==> src/hdl/rx_dma_ctrl_pkg.sv <==
// package for the receive control and monitor slice of the ethernet dma engine
// assumes a 32-bit register port with byte addresses and one system clock
package rx_dma_ctrl_pkg;

  // register byte offsets
  localparam logic [7:0] RECEIVE_CONTROL_OFS          = 8'h00;
  localparam logic [7:0] DMA_OPERATION_CONTROL_OFS    = 8'h04;
  localparam logic [7:0] RX_BUFFER_WRITE_ADDR_MON_OFS = 8'h08;
  localparam logic [7:0] RX_DESC_FETCH_ADDR_MON_OFS   = 8'h0c;
  localparam logic [7:0] RECEIVE_REQUEST_OFS          = 8'h10;

  // field positions
  localparam int RECEIVE_CONTINUATION_BIT   = 0;
  localparam int FIFO_ERROR_HALT_SELECT_BIT = 3;
  localparam int ADDRESS_ERROR_FLAG_BIT     = 2;
  localparam int HALTED_FLAG_BIT            = 1;
  localparam int RECEIVE_REQUEST_FLAG_BIT   = 0;

  // reset values
  localparam logic [31:0] RECEIVE_CONTROL_RST       = 32'h0000_0000;
  localparam logic [31:0] DMA_OPERATION_CONTROL_RST = 32'h0000_0000;
  localparam logic [31:0] MONITOR_RST               = 32'h0000_0000;
  localparam logic [31:0] RECEIVE_REQUEST_RST       = 32'h0000_0000;
  localparam logic [31:0] UNMAPPED_READ_VALUE       = 32'h0000_0000;

  // per-frame completion sequence
  typedef enum logic [1:0] {
    ST_WAIT   = 2'b00,
    ST_STATUS = 2'b01,
    ST_FETCH  = 2'b10
  } frame_state_t;

endpackage

==> src/hdl/rx_dma_ctrl.sv <==
// receive continuation, error/halt control and receive address monitors
// also holds the per-frame status/fetch sequence and the receive request flag
// assumes engine-side strobes share i_clk; only the nmi pin is asynchronous
// assumes software keeps reserved bits at zero and changes control while stopped
`timescale 1ns/10ps
module rx_dma_ctrl
  import rx_dma_ctrl_pkg::*;
#(
  parameter int ADDR_W = 8,
  parameter int DATA_W = 32
) (
  input  wire logic              i_clk,
  input  wire logic              i_rst_n,
  input  wire logic [ADDR_W-1:0] i_addr,
  input  wire logic [DATA_W-1:0] i_wdata,
  input  wire logic              i_wr,
  input  wire logic              i_rd,
  output logic      [DATA_W-1:0] o_rdata,
  input  wire logic              i_frame_done,
  input  wire logic              i_buf_write_valid,
  input  wire logic [31:0]       i_buf_write_addr,
  input  wire logic              i_desc_fetch_valid,
  input  wire logic [31:0]       i_desc_fetch_addr,
  input  wire logic              i_desc_addr_illegal,
  input  wire logic              i_tx_fifo_underflow,
  input  wire logic              i_rx_fifo_overflow,
  input  wire logic              i_nmi,
  output logic                   o_receive_request,
  output logic                   o_status_write,
  output logic                   o_next_desc_fetch,
  output logic                   o_halted
);

  // register state
  logic         receive_continuation_reg;
  logic         fifo_error_halt_select_reg;
  logic         address_error_flag_reg;
  logic         halted_flag_reg;
  logic         fifo_halt_reg;
  logic         receive_request_flag_reg;
  logic [31:0]  rx_buffer_write_address_reg;
  logic [31:0]  rx_descriptor_fetch_address_reg;
  logic [DATA_W-1:0] rdata_reg;
  logic [DATA_W-1:0] rdata_next;

  // nmi synchroniser and filtered level
  logic         nmi_s1_reg;
  logic         nmi_s2_reg;
  logic         nmi_s3_reg;
  logic         nmi_level_reg;
  logic         nmi_rise;

  // frame completion sequence
  frame_state_t state_reg;
  frame_state_t state_next;
  logic         status_write_reg;
  logic         next_fetch_reg;
  logic         rr_clear;

  // decoded write strobes, combined fifo error and engine halt
  logic         wr_rcv_ctrl;
  logic         wr_op_ctrl;
  logic         wr_rcv_req;
  logic         fifo_error;
  logic         engine_halted;

  // flag-clear decodes, halt output, frame accept and readable register images
  logic              halted_out_reg;
  logic              restart_wr;
  logic              address_error_clear_wr;
  logic              frame_accept;
  logic [DATA_W-1:0] receive_control_image;
  logic [DATA_W-1:0] dma_operation_control_image;
  logic [DATA_W-1:0] receive_request_image;

  // byte address decode; upper address bits must be zero to hit
  assign wr_rcv_ctrl = i_wr && (i_addr == ADDR_W'(RECEIVE_CONTROL_OFS));
  assign wr_op_ctrl  = i_wr && (i_addr == ADDR_W'(DMA_OPERATION_CONTROL_OFS));
  assign wr_rcv_req  = i_wr && (i_addr == ADDR_W'(RECEIVE_REQUEST_OFS));

  // flag clears need a written 0; a written 1 leaves the flag alone
  assign restart_wr             = wr_op_ctrl && !i_wdata[HALTED_FLAG_BIT];
  assign address_error_clear_wr = wr_op_ctrl && !i_wdata[ADDRESS_ERROR_FLAG_BIT];

  // halt taken from the output flop, so the port and the sequence agree
  assign engine_halted = halted_out_reg;
  assign fifo_error    = i_tx_fifo_underflow | i_rx_fifo_overflow;

  // receive control register; only the continuation bit is stored
  // no interlock: a change mid-frame only steers the next status cycle
  always_ff @(posedge i_clk or negedge i_rst_n) begin
    if (!i_rst_n) begin
      receive_continuation_reg <= RECEIVE_CONTROL_RST[RECEIVE_CONTINUATION_BIT];
    end else if (wr_rcv_ctrl) begin
      // written any time; changing it mid-frame is software's hazard
      receive_continuation_reg <= i_wdata[RECEIVE_CONTINUATION_BIT];
    end
  end

  // fifo error select
  // takes effect from the next fifo error, never retroactively
  always_ff @(posedge i_clk or negedge i_rst_n) begin
    if (!i_rst_n) begin
      fifo_error_halt_select_reg <= DMA_OPERATION_CONTROL_RST[FIFO_ERROR_HALT_SELECT_BIT];
    end else if (wr_op_ctrl) begin
      fifo_error_halt_select_reg <= i_wdata[FIFO_ERROR_HALT_SELECT_BIT];
    end
  end

  // address error flag: set wins over a clearing write in the same cycle
  // so an error that lands during the clear is never lost
  // the flag only reports; it does not stop frame handling
  always_ff @(posedge i_clk or negedge i_rst_n) begin
    if (!i_rst_n) begin
      address_error_flag_reg <= DMA_OPERATION_CONTROL_RST[ADDRESS_ERROR_FLAG_BIT];
    end else if (i_desc_addr_illegal) begin
      address_error_flag_reg <= 1'b1;
    end else if (address_error_clear_wr) begin
      address_error_flag_reg <= 1'b0; // write 1 is a no-op
    end
  end

  // nmi pin: three flops, level taken only when second and third agree
  // the first flop may go metastable, so nothing else reads it
  always_ff @(posedge i_clk or negedge i_rst_n) begin
    if (!i_rst_n) begin
      nmi_s1_reg    <= 1'b0;
      nmi_s2_reg    <= 1'b0;
      nmi_s3_reg    <= 1'b0;
      nmi_level_reg <= 1'b0;
    end else begin
      nmi_s1_reg <= i_nmi;
      nmi_s2_reg <= nmi_s1_reg;
      nmi_s3_reg <= nmi_s2_reg;
      if (nmi_s2_reg == nmi_s3_reg) begin
        nmi_level_reg <= nmi_s3_reg;
      end
    end
  end

  // edge, so a held nmi does not block the restart write forever
  assign nmi_rise = (nmi_s2_reg == nmi_s3_reg) && nmi_s3_reg && !nmi_level_reg;

  // halted flag: nmi edge sets, write 0 restarts, set wins
  // a restart holds while the pin stays high, since only an edge sets it
  always_ff @(posedge i_clk or negedge i_rst_n) begin
    if (!i_rst_n) begin
      halted_flag_reg <= DMA_OPERATION_CONTROL_RST[HALTED_FLAG_BIT];
    end else if (nmi_rise) begin
      halted_flag_reg <= 1'b1;
    end else if (restart_wr) begin
      halted_flag_reg <= 1'b0;
    end
  end

  // fifo error halt; released by the same restart write as the halted flag
  always_ff @(posedge i_clk or negedge i_rst_n) begin
    if (!i_rst_n) begin
      fifo_halt_reg <= 1'b0;
    end else if (fifo_error && fifo_error_halt_select_reg) begin
      fifo_halt_reg <= 1'b1;
    end else if (restart_wr) begin
      fifo_halt_reg <= 1'b0;
    end
  end

  // combined halt flop; either cause shows one cycle after it is set
  // one flop keeps the halt output glitch-free at the port
  always_ff @(posedge i_clk or negedge i_rst_n) begin
    if (!i_rst_n) begin
      halted_out_reg <= 1'b0;
    end else begin
      halted_out_reg <= halted_flag_reg | fifo_halt_reg;
    end
  end

  // receive request flag: software sets by writing 1, engine clears
  // software may raise it again at any time to resume reception
  always_ff @(posedge i_clk or negedge i_rst_n) begin
    if (!i_rst_n) begin
      receive_request_flag_reg <= RECEIVE_REQUEST_RST[RECEIVE_REQUEST_FLAG_BIT];
    end else if (wr_rcv_req && i_wdata[RECEIVE_REQUEST_FLAG_BIT]) begin
      receive_request_flag_reg <= 1'b1; // a fresh request beats the engine clear
    end else if (rr_clear) begin
      receive_request_flag_reg <= 1'b0;
    end
  end

  // a frame end counts only while requested, running and idle
  // frame ends closer together than the sequence are dropped
  assign frame_accept = i_frame_done && receive_request_flag_reg && !engine_halted && (state_reg == ST_WAIT);

  // frame completion next state
  always_comb begin
    state_next = state_reg;
    rr_clear   = 1'b0;
    case (state_reg)
      ST_WAIT: begin
        if (frame_accept) begin
          state_next = ST_STATUS;
        end
      end
      ST_STATUS: begin
        // status goes out in this state whatever the continuation setting
        if (receive_continuation_reg) begin
          state_next = ST_FETCH;
        end else begin
          state_next = ST_WAIT;
          rr_clear   = 1'b1;
        end
      end
      ST_FETCH: begin
        // one fetch pulse per completed frame in continuous mode
        state_next = ST_WAIT;
      end
      default: begin
        state_next = ST_WAIT;
      end
    endcase
  end

  // state register
  // returns to wait after every frame, so a stuck state cannot persist
  always_ff @(posedge i_clk or negedge i_rst_n) begin
    if (!i_rst_n) begin
      state_reg <= ST_WAIT;
    end else begin
      state_reg <= state_next;
    end
  end

  // one-cycle command pulses to the engine datapath
  // taken from state_next so each pulse lines up with its state
  // and leaves the port straight from a flop
  always_ff @(posedge i_clk or negedge i_rst_n) begin
    if (!i_rst_n) begin
      status_write_reg <= 1'b0;
      next_fetch_reg   <= 1'b0;
    end else begin
      status_write_reg <= (state_next == ST_STATUS);
      next_fetch_reg   <= (state_next == ST_FETCH);
    end
  end

  // monitors follow engine strobes only, so bus writes cannot touch them
  // a read may trail the engine by the one-cycle capture delay
  always_ff @(posedge i_clk or negedge i_rst_n) begin
    if (!i_rst_n) begin
      rx_buffer_write_address_reg <= MONITOR_RST;
    end else if (i_buf_write_valid) begin
      rx_buffer_write_address_reg <= i_buf_write_addr; // one cycle behind
    end
  end

  // descriptor fetch monitor
  // holds the start address of the last fetch until the next one
  always_ff @(posedge i_clk or negedge i_rst_n) begin
    if (!i_rst_n) begin
      rx_descriptor_fetch_address_reg <= MONITOR_RST;
    end else if (i_desc_fetch_valid) begin
      rx_descriptor_fetch_address_reg <= i_desc_fetch_addr;
    end
  end

  // receive control image; reserved bits come from the zero reset word
  always_comb begin
    receive_control_image                           = DATA_W'(RECEIVE_CONTROL_RST);
    receive_control_image[RECEIVE_CONTINUATION_BIT] = receive_continuation_reg;
  end

  // operation control image; bit 0 and bits above the select stay zero
  // the fifo halt is not part of it, only the nmi halt reads back
  always_comb begin
    dma_operation_control_image                             = DATA_W'(DMA_OPERATION_CONTROL_RST);
    dma_operation_control_image[FIFO_ERROR_HALT_SELECT_BIT] = fifo_error_halt_select_reg;
    dma_operation_control_image[ADDRESS_ERROR_FLAG_BIT]     = address_error_flag_reg;
    dma_operation_control_image[HALTED_FLAG_BIT]            = halted_flag_reg;
  end

  // receive request image
  always_comb begin
    receive_request_image                           = DATA_W'(RECEIVE_REQUEST_RST);
    receive_request_image[RECEIVE_REQUEST_FLAG_BIT] = receive_request_flag_reg;
  end

  // read mux; reserved and unmapped bits read zero
  // whole-word images keep each address to one assignment
  always_comb begin
    rdata_next = DATA_W'(UNMAPPED_READ_VALUE);
    // unmapped offsets fall to the default and read zero
    case (i_addr)
      ADDR_W'(RECEIVE_CONTROL_OFS): begin
        rdata_next = receive_control_image;
      end
      ADDR_W'(DMA_OPERATION_CONTROL_OFS): begin
        rdata_next = dma_operation_control_image;
      end
      ADDR_W'(RX_BUFFER_WRITE_ADDR_MON_OFS): begin
        rdata_next = DATA_W'(rx_buffer_write_address_reg);
      end
      ADDR_W'(RX_DESC_FETCH_ADDR_MON_OFS): begin
        rdata_next = DATA_W'(rx_descriptor_fetch_address_reg);
      end
      ADDR_W'(RECEIVE_REQUEST_OFS): begin
        rdata_next = receive_request_image;
      end
      default: begin
        rdata_next = DATA_W'(UNMAPPED_READ_VALUE);
      end
    endcase
  end

  // read data stands only in the cycle after the strobe
  // zero otherwise, so stale data never looks like an answer
  always_ff @(posedge i_clk or negedge i_rst_n) begin
    if (!i_rst_n) begin
      rdata_reg <= '0;
    end else if (i_rd) begin
      rdata_reg <= rdata_next;
    end else begin
      rdata_reg <= '0;
    end
  end

  // outputs straight from flops
  // the halt output lags the readable flag by one cycle
  assign o_rdata           = rdata_reg;
  assign o_receive_request = receive_request_flag_reg;
  assign o_status_write    = status_write_reg;
  assign o_next_desc_fetch = next_fetch_reg;
  assign o_halted          = halted_out_reg;

endmodule

==> config.mk <==
export PLATFORM = sky130hd
export DESIGN_NAME = rx_dma_ctrl
export DESIGN_NICKNAME = d
export VERILOG_FILES = /design/src/hdl/rx_dma_ctrl_pkg.sv /design/src/hdl/rx_dma_ctrl.sv
export SDC_FILE = /design/constraint.sdc
export NUM_CORES = 1
export LEC_CHECK = 0
export BUFFER_PORTS_ARGS = -buffer_cell sky130_fd_sc_hd__buf_2
export CORE_ASPECT_RATIO = 0.75
export CORE_MARGIN = 3
export CORE_UTILIZATION = 45
export CTS_BUF_LIST = sky130_fd_sc_hd__clkbuf_4 sky130_fd_sc_hd__clkbuf_8 sky130_fd_sc_hd__clkbuf_16
export DETAILED_ROUTE_END_ITERATION = 16
export GPL_ROUTABILITY_DRIVEN = 0
export PLACE_DENSITY = 0.82
export SLEW_MARGIN = 20
export SYNTH_ARGS = -nofsm -noshare
export SYNTH_HDL_FRONTEND = slang
export SYNTH_SLANG_ARGS = --single-unit
==> constraint.sdc <==
create_clock -name i_clk -period 1.05 [get_ports i_clk]
set_input_delay 0.0525 -clock i_clk [delete_from_list [all_inputs] [get_ports i_clk]]
set_output_delay 0.0525 -clock i_clk [all_outputs]
set_load 0.05 [all_outputs]
Word-level counts from Yosys, hierarchy flattened
Index checks and enable logic that the tools add are counted.

Register bits: 111. Input bits: 115. Output and inout port bits: 36. Logic and storage cells: 63.

Equality and inequality tests: 8. Multiplexer cells: 14. Bitwise gates (word level): 2. Reductions and logical operators: 22.

Operator list (count): 32-bit case mux with 5 select lines (1); 32-bit two-way mux (1); 8-bit by 4-bit == test with 1-bit output (second input constant) (2); 1-bit logical AND (12); 1-bit two-way mux (9); 8-bit by 3-bit == test with 1-bit output (second input constant) (1); 8-bit by 5-bit == test with 1-bit output (second input constant) (1); 8-bit logical NOT (1); 2-bit nonzero test (4); 2-bit by 1-bit == test with 1-bit output (second input constant) (2); 1-bit logical NOT (4); 2-bit two-way mux (2); 2-bit case mux with 2 select lines (1); 2-bit == test (second input constant) (1); 2-bit logical NOT (1); 1-bit bitwise OR (2); 1-bit == test (1).

Logic depth before layout (Yosys ltp)
Depth after elaboration: 6. Mapped depth: 5.

Worst setup path after synthesis
Ideal clock, no wire load.

Path type: register -> register. From: register receive_request_flag_reg, in the netlist o_receive_request. To: register rdata_reg[0], in the netlist o_rdata[0]. Setup time: 0.125 ns. Data arrival time: 1.097 ns. Setup slack: -0.172 ns. Stages on the path, launching flop included: 4. Buffers on the path: 0. Clock period less this slack: 1.222 ns. Cell sequence: dfrtp_1 mux2_2 a22oi_1 nor3b_1.

Cells in the longest elaborated chain, start to end: 2.

RTL lines: start: declaration (line rx_dma_ctrl.sv:40) `logic receive_request_flag_reg;`; start signal: assignment (line rx_dma_ctrl.sv:181) `receive_request_flag_reg <= RECEIVE_REQUEST_RST[RECEIVE_REQUEST_FLAG_BIT];`; 32-bit case mux with 5 select lines (line rx_dma_ctrl.sv:291) `case (i_addr)`; 32-bit two-way mux (line rx_dma_ctrl.sv:318) `end else if (i_rd) begin`; end signal: assignment (line rx_dma_ctrl.sv:319) `rdata_reg <= rdata_next;`; end: declaration (line rx_dma_ctrl.sv:43) `logic [DATA_W-1:0] rdata_reg;`.

No other way between the ends. A chain may end at the register's enable or synchronous reset.

Final worst setup path
From: register nmi_s3_reg. To: register nmi_level_reg.

Cells in the longest elaborated chain, start to end: 1.

RTL lines: start: declaration (line rx_dma_ctrl.sv:49) `logic nmi_s3_reg;`; start signal: assignment (line rx_dma_ctrl.sv:134) `nmi_s3_reg <= nmi_s2_reg;`; 1-bit == test (line rx_dma_ctrl.sv:135) `if (nmi_s2_reg == nmi_s3_reg) begin`; end signal: assignment (line rx_dma_ctrl.sv:136) `nmi_level_reg <= nmi_s3_reg;`; end: declaration (line rx_dma_ctrl.sv:50) `logic nmi_level_reg;`.

Several ways; a longest one is shown, not always the timed one.

==> results by stage <==
Global routing:
- The wire length of the first global-routing pass is 16.98 mm.
- The total global routing overflow is 0.
- The number of antenna violations at the first check in global routing came to 0.
- The largest net degree at the start of global routing is 87.
- The total routing resource utilization after global routing is 19.83%.
- The via count of the first global-routing pass was 3,370.

Placed design:
- The placed cell count is 537.
- The post-place instance area is 5166 um2.
- The worst-case setup slack after placement is -0.06542 ns.
- The wire-length estimate of the detail-placed layout is 6.118 mm.
- Port buffering added 122 buffers.

Layout:
- The post-route standard cell area excluding fillers is 6225 um2.
- In the final layout, the share of cells above drive strength 1 is 45.58%.
- The area growth from synthesis to layout is 43.37%.
- 0 antenna diodes ended up in the layout.
- The count of non-filler cells in the finished layout is 626.
- In the final design database the tool counted 609 nets.

Setup path:
- The critical path startpoint category is a register.
- The top cell family by delay on the critical path is flip-flops.
- The worst register-to-register path has a setup slack of -0.05 ns.
- Data on the critical path arrives at its endpoint at 1.33 ns.
- The required time of the worst setup path is 1.28 ns.
- STA classifies the critical path endpoint as a register.
- The end of the worst register-to-register path is nmi_level_reg.
- The largest incremental delay on the critical path is 0.38 ns.
- The number of cells on the worst reg-to-reg path is 2.
- The critical path contains buffers and inverters numbering 0 combined.
- The maximum fanout along the worst path is 2.
- The critical path goes through ha_1, mux2_4.
- The source of the worst register-to-register timing path is nmi_s3_reg.
- The path type of the worst setup path is reg2reg.
- The slowest cell on the critical path is sky130_fd_sc_hd__dfrtp_1.

Timing:
- For the pin with the worst max-slew slack, the measured transition is 0.4410 ns.
- The smallest setup slack after layout is -0.05445 ns.
- The number of endpoints failing setup at the final stage is 1.
- The count of pins over their slew limit is 0.
- Timing would allow up to 905.4 MHz.
- The number of hold violations in the final report is 0.
- The final critical delay including setup and external delays is 1.104 ns.
- Clock skew on the completed layout was measured at 0.004851 ns.
- Setup repair after global routing could not meet its margin everywhere.
- The final period utilization is 105.2%.
- In this run the tightest slew margin relative to its limit is 70.60%.

Die:
- The floorplan step defined a die boundary enclosing 10,880 um2.
- The floorplan step set the die width to 119.4 um.
- Row generation in the floorplan step produced 30 rows.
- For this configuration, the core starts out at a cell density of 47.02%.
- The floorplan step set the die height to 91.07 um.
- The region available for standard cell placement spans 9234 um2.
- The I/O pin count is 151.

Run status:
- The final reports fail on negative setup slack.
- The flow ran to the end, but the final reports show violations.

Logic synthesis:
- The most used flip-flop cell after synthesis is sky130_fd_sc_hd__dfrtp_1.
- After synthesis the cells add up to 4342 um2.
- The most frequently used cell type in the post-synthesis netlist is sky130_fd_sc_hd__dfrtp_1.
- In this run the mean area of a mapped cell was 14.92 um2.
- For this run, the register share of the synthesized area comes to 63.98%.
- During synthesis, Yosys emitted a total of 0 warnings.
- The flop and latch count out of synthesis is 111.
- Summed over all instances, the cell type with the most area after synthesis is sky130_fd_sc_hd__dfrtp_1.
- The synthesized netlist contains 29 unique library cells.
- Counting every instance in the synthesized netlist gives 291.
- After synthesis, the cell types taking the most area are sky130_fd_sc_hd__dfrtp_1 (64%), sky130_fd_sc_hd__mux2_2 (17%), sky130_fd_sc_hd__mux2i_1 (6.5%).
- The share of async-settable or async-resettable flops after synthesis is 100.0%.
- The fraction of synthesized cell area taken by the top area cell type is 63.98%.
- Counting flops with a built-in enable in the synthesized netlist gives 0.
- The net count after synthesis is 407.
- Counting instances in the post-synthesis netlist gives the leading cell types as sky130_fd_sc_hd__dfrtp_1 (111), sky130_fd_sc_hd__mux2_2 (67), sky130_fd_sc_hd__nor2_1 (35).

Drt:
- For this block, the via count after detailed routing is 3,077.
- The via count normalized by instance count is 4.915.
- The total detailed-routing wirelength is 10.33 mm.
- The count of TritonRoute iterations in the first routing pass is 6.
- In the final routed layout, each cell accounts on average for 16.50 um.
- The count of unresolved DRC violations after routing is 0.
- After the first detailed-routing iteration, the DRC count stood at 189.
- The remaining antenna violation count after routing is 0.

Clock network:
- The CTS H-tree depth is 3.
- The clock buffer count from CTS is 9.
- At the later pin of the worst-skew pair, clock insertion delay measures 0.34 ns.
- Clock-pin slew was measured on the worst setup and hold paths at 0.07 ns.
- The clock tree from TritonCTS is yes.
- The CTS root buffer is sky130_fd_sc_hd__clkbuf_16.
- The number of sinks handled by clock tree synthesis is 111.
- The maximum buffer depth of the clock tree is 2.

Min path:
- The path class of the tightest hold or removal check is in2reg.
- In this run the most critical hold path is launched from i_wdata[2].
- The worst hold path was traced through 3 stages.
- The worst min-delay path endpoint is address_error_flag_reg.

Pwr:
- In this run the power density over the cells is 1503 nW/um2.
- Power comes to 9.353 mW.
- For this design the static power due to leakage is 3.029 nW.
- The worst-case IR drop observed on VDD is 1.091 mV.

Run:
- Across the run, the number of max-cap violations was 0.
[cell families (layout without fill, tap and decap cells)]
kind of cell | after synthesis | after routing | share of synthesized area, %
mux | 100 | 100 | 25.13
fa+ha+maj | 1 | 1 | 0.2881
flops | 111 | 111 | 63.98
compound gates | 10 | 10 | 1.671
simple gates | 53 | 53 | 6.658
buf+inv | 16 | 223 | 2.277
[power breakdown]
| group | internal, mW | switching [mW] | leakage [nW] | total (mW) |
|---|---|---|---|---|
| clock network | 1.92 | 1.54 | 0.153 | 3.46 |
| registers | 4.56 | 0.154 | 1.37 | 4.72 |
| logic | 0.705 | 0.476 | 1.50 | 1.18 |
[what timing repair did]
| item | 4_1_cts | 5_1_grt |
|---|---|---|
| endpoints found under the setup margin | 3 | 5 |
| pin swaps | 1 | 1 |
| hold buffers | 71 | 0 |
| buffers inserted | 0 | 2 |
| resized for setup | 3 | 4 |
| endpoints found under the hold margin | 182 | 0 |
[worst register-to-register path, cell delays in order, from the launching register on]
cell,delay (ns)
sky130_fd_sc_hd__dfrtp_1,0.38
sky130_fd_sc_hd__ha_1,0.31
sky130_fd_sc_hd__mux2_4,0.30
[final cells by class]
| cell class | count | area [um2] |
|---|---|---|
| well taps | 128 | 160.2 |
| multi-input cells | 164 | 1483 |
| fillers | 670 | 3009 |
| inverters | 2 | 7.507 |
| repair buffers | 205 | 1486 |
| clock inverters | 6 | 76.32 |
| clock buffers | 10 | 232.7 |
| flip-flops and latches | 111 | 2779 |
[worst max path at each step]
stage	from	end	slack (ns)	cells past startpoint
2_1_floorplan	o_receive_request	o_rdata[0]	-0.05	3
3_3_place_gp	nmi_s3_reg	nmi_level_reg	-0.03	2
4_1_cts	nmi_s2_reg	nmi_level_reg	-0.06	2
6_report	nmi_s3_reg	nmi_level_reg	-0.05	2
3_5_place_dp	i_addr[1]	fifo_error_halt_select_reg	-0.07	4
5_1_grt	nmi_s3_reg	nmi_level_reg	-0.09	2
[layout by cell type (no fill, tap or decap), types with 2 or more instances in the layout]
| cell type | count |
|---|---|
| sky130_fd_sc_hd__o21ai_0 | 3 |
| sky130_fd_sc_hd__nand4b_1 | 2 |
| sky130_fd_sc_hd__nand3_1 | 2 |
| sky130_fd_sc_hd__nor2_1 | 35 |
| sky130_fd_sc_hd__inv_1 | 2 |
| sky130_fd_sc_hd__mux2i_1 | 28 |
| sky130_fd_sc_hd__clkinv_4 | 3 |
| sky130_fd_sc_hd__buf_12 | 5 |
| sky130_fd_sc_hd__nor4_1 | 2 |
| sky130_fd_sc_hd__buf_2 | 117 |
| sky130_fd_sc_hd__dfrtp_1 | 110 |
| sky130_fd_sc_hd__a22oi_2 | 2 |
| sky130_fd_sc_hd__mux2_1 | 5 |
| sky130_fd_sc_hd__nand2_1 | 2 |
| sky130_fd_sc_hd__dlygate4sd3_1 | 71 |
| sky130_fd_sc_hd__a22oi_1 | 2 |
| sky130_fd_sc_hd__or2_2 | 2 |
| sky130_fd_sc_hd__clkbuf_16 | 9 |
| sky130_fd_sc_hd__mux2_2 | 65 |
| sky130_fd_sc_hd__clkbuf_4 | 3 |
| sky130_fd_sc_hd__buf_4 | 10 |
| sky130_fd_sc_hd__mux2_4 | 2 |
[per-layer routing]
layer | GRT usage, % | share of wire (%) | up-vias
met4 | 4.862 | 1.0 | 0
met1 | 24.52 | 43 | 1543
met3 | 4.919 | 5.0 | 13
met5 | 0 | 0 | -
li1 | - | - | 1416
met2 | 35.07 | 51 | 105
[stage by stage]
stage	utilization (%)	hold WS, ns	setup TNS, ns
2_1_floorplan	-	-0.2431	-0.06193
3_3_place_gp	55.95	0.08654	-0.07070
3_5_place_dp	55.95	0.08756	-0.2071
4_1_cts	67.09	0.004105	-0.06011
5_1_grt	67.41	0.02073	-0.08851
6_report	67.41	0.01262	-0.05445
(Power assumes the default switching activity.)
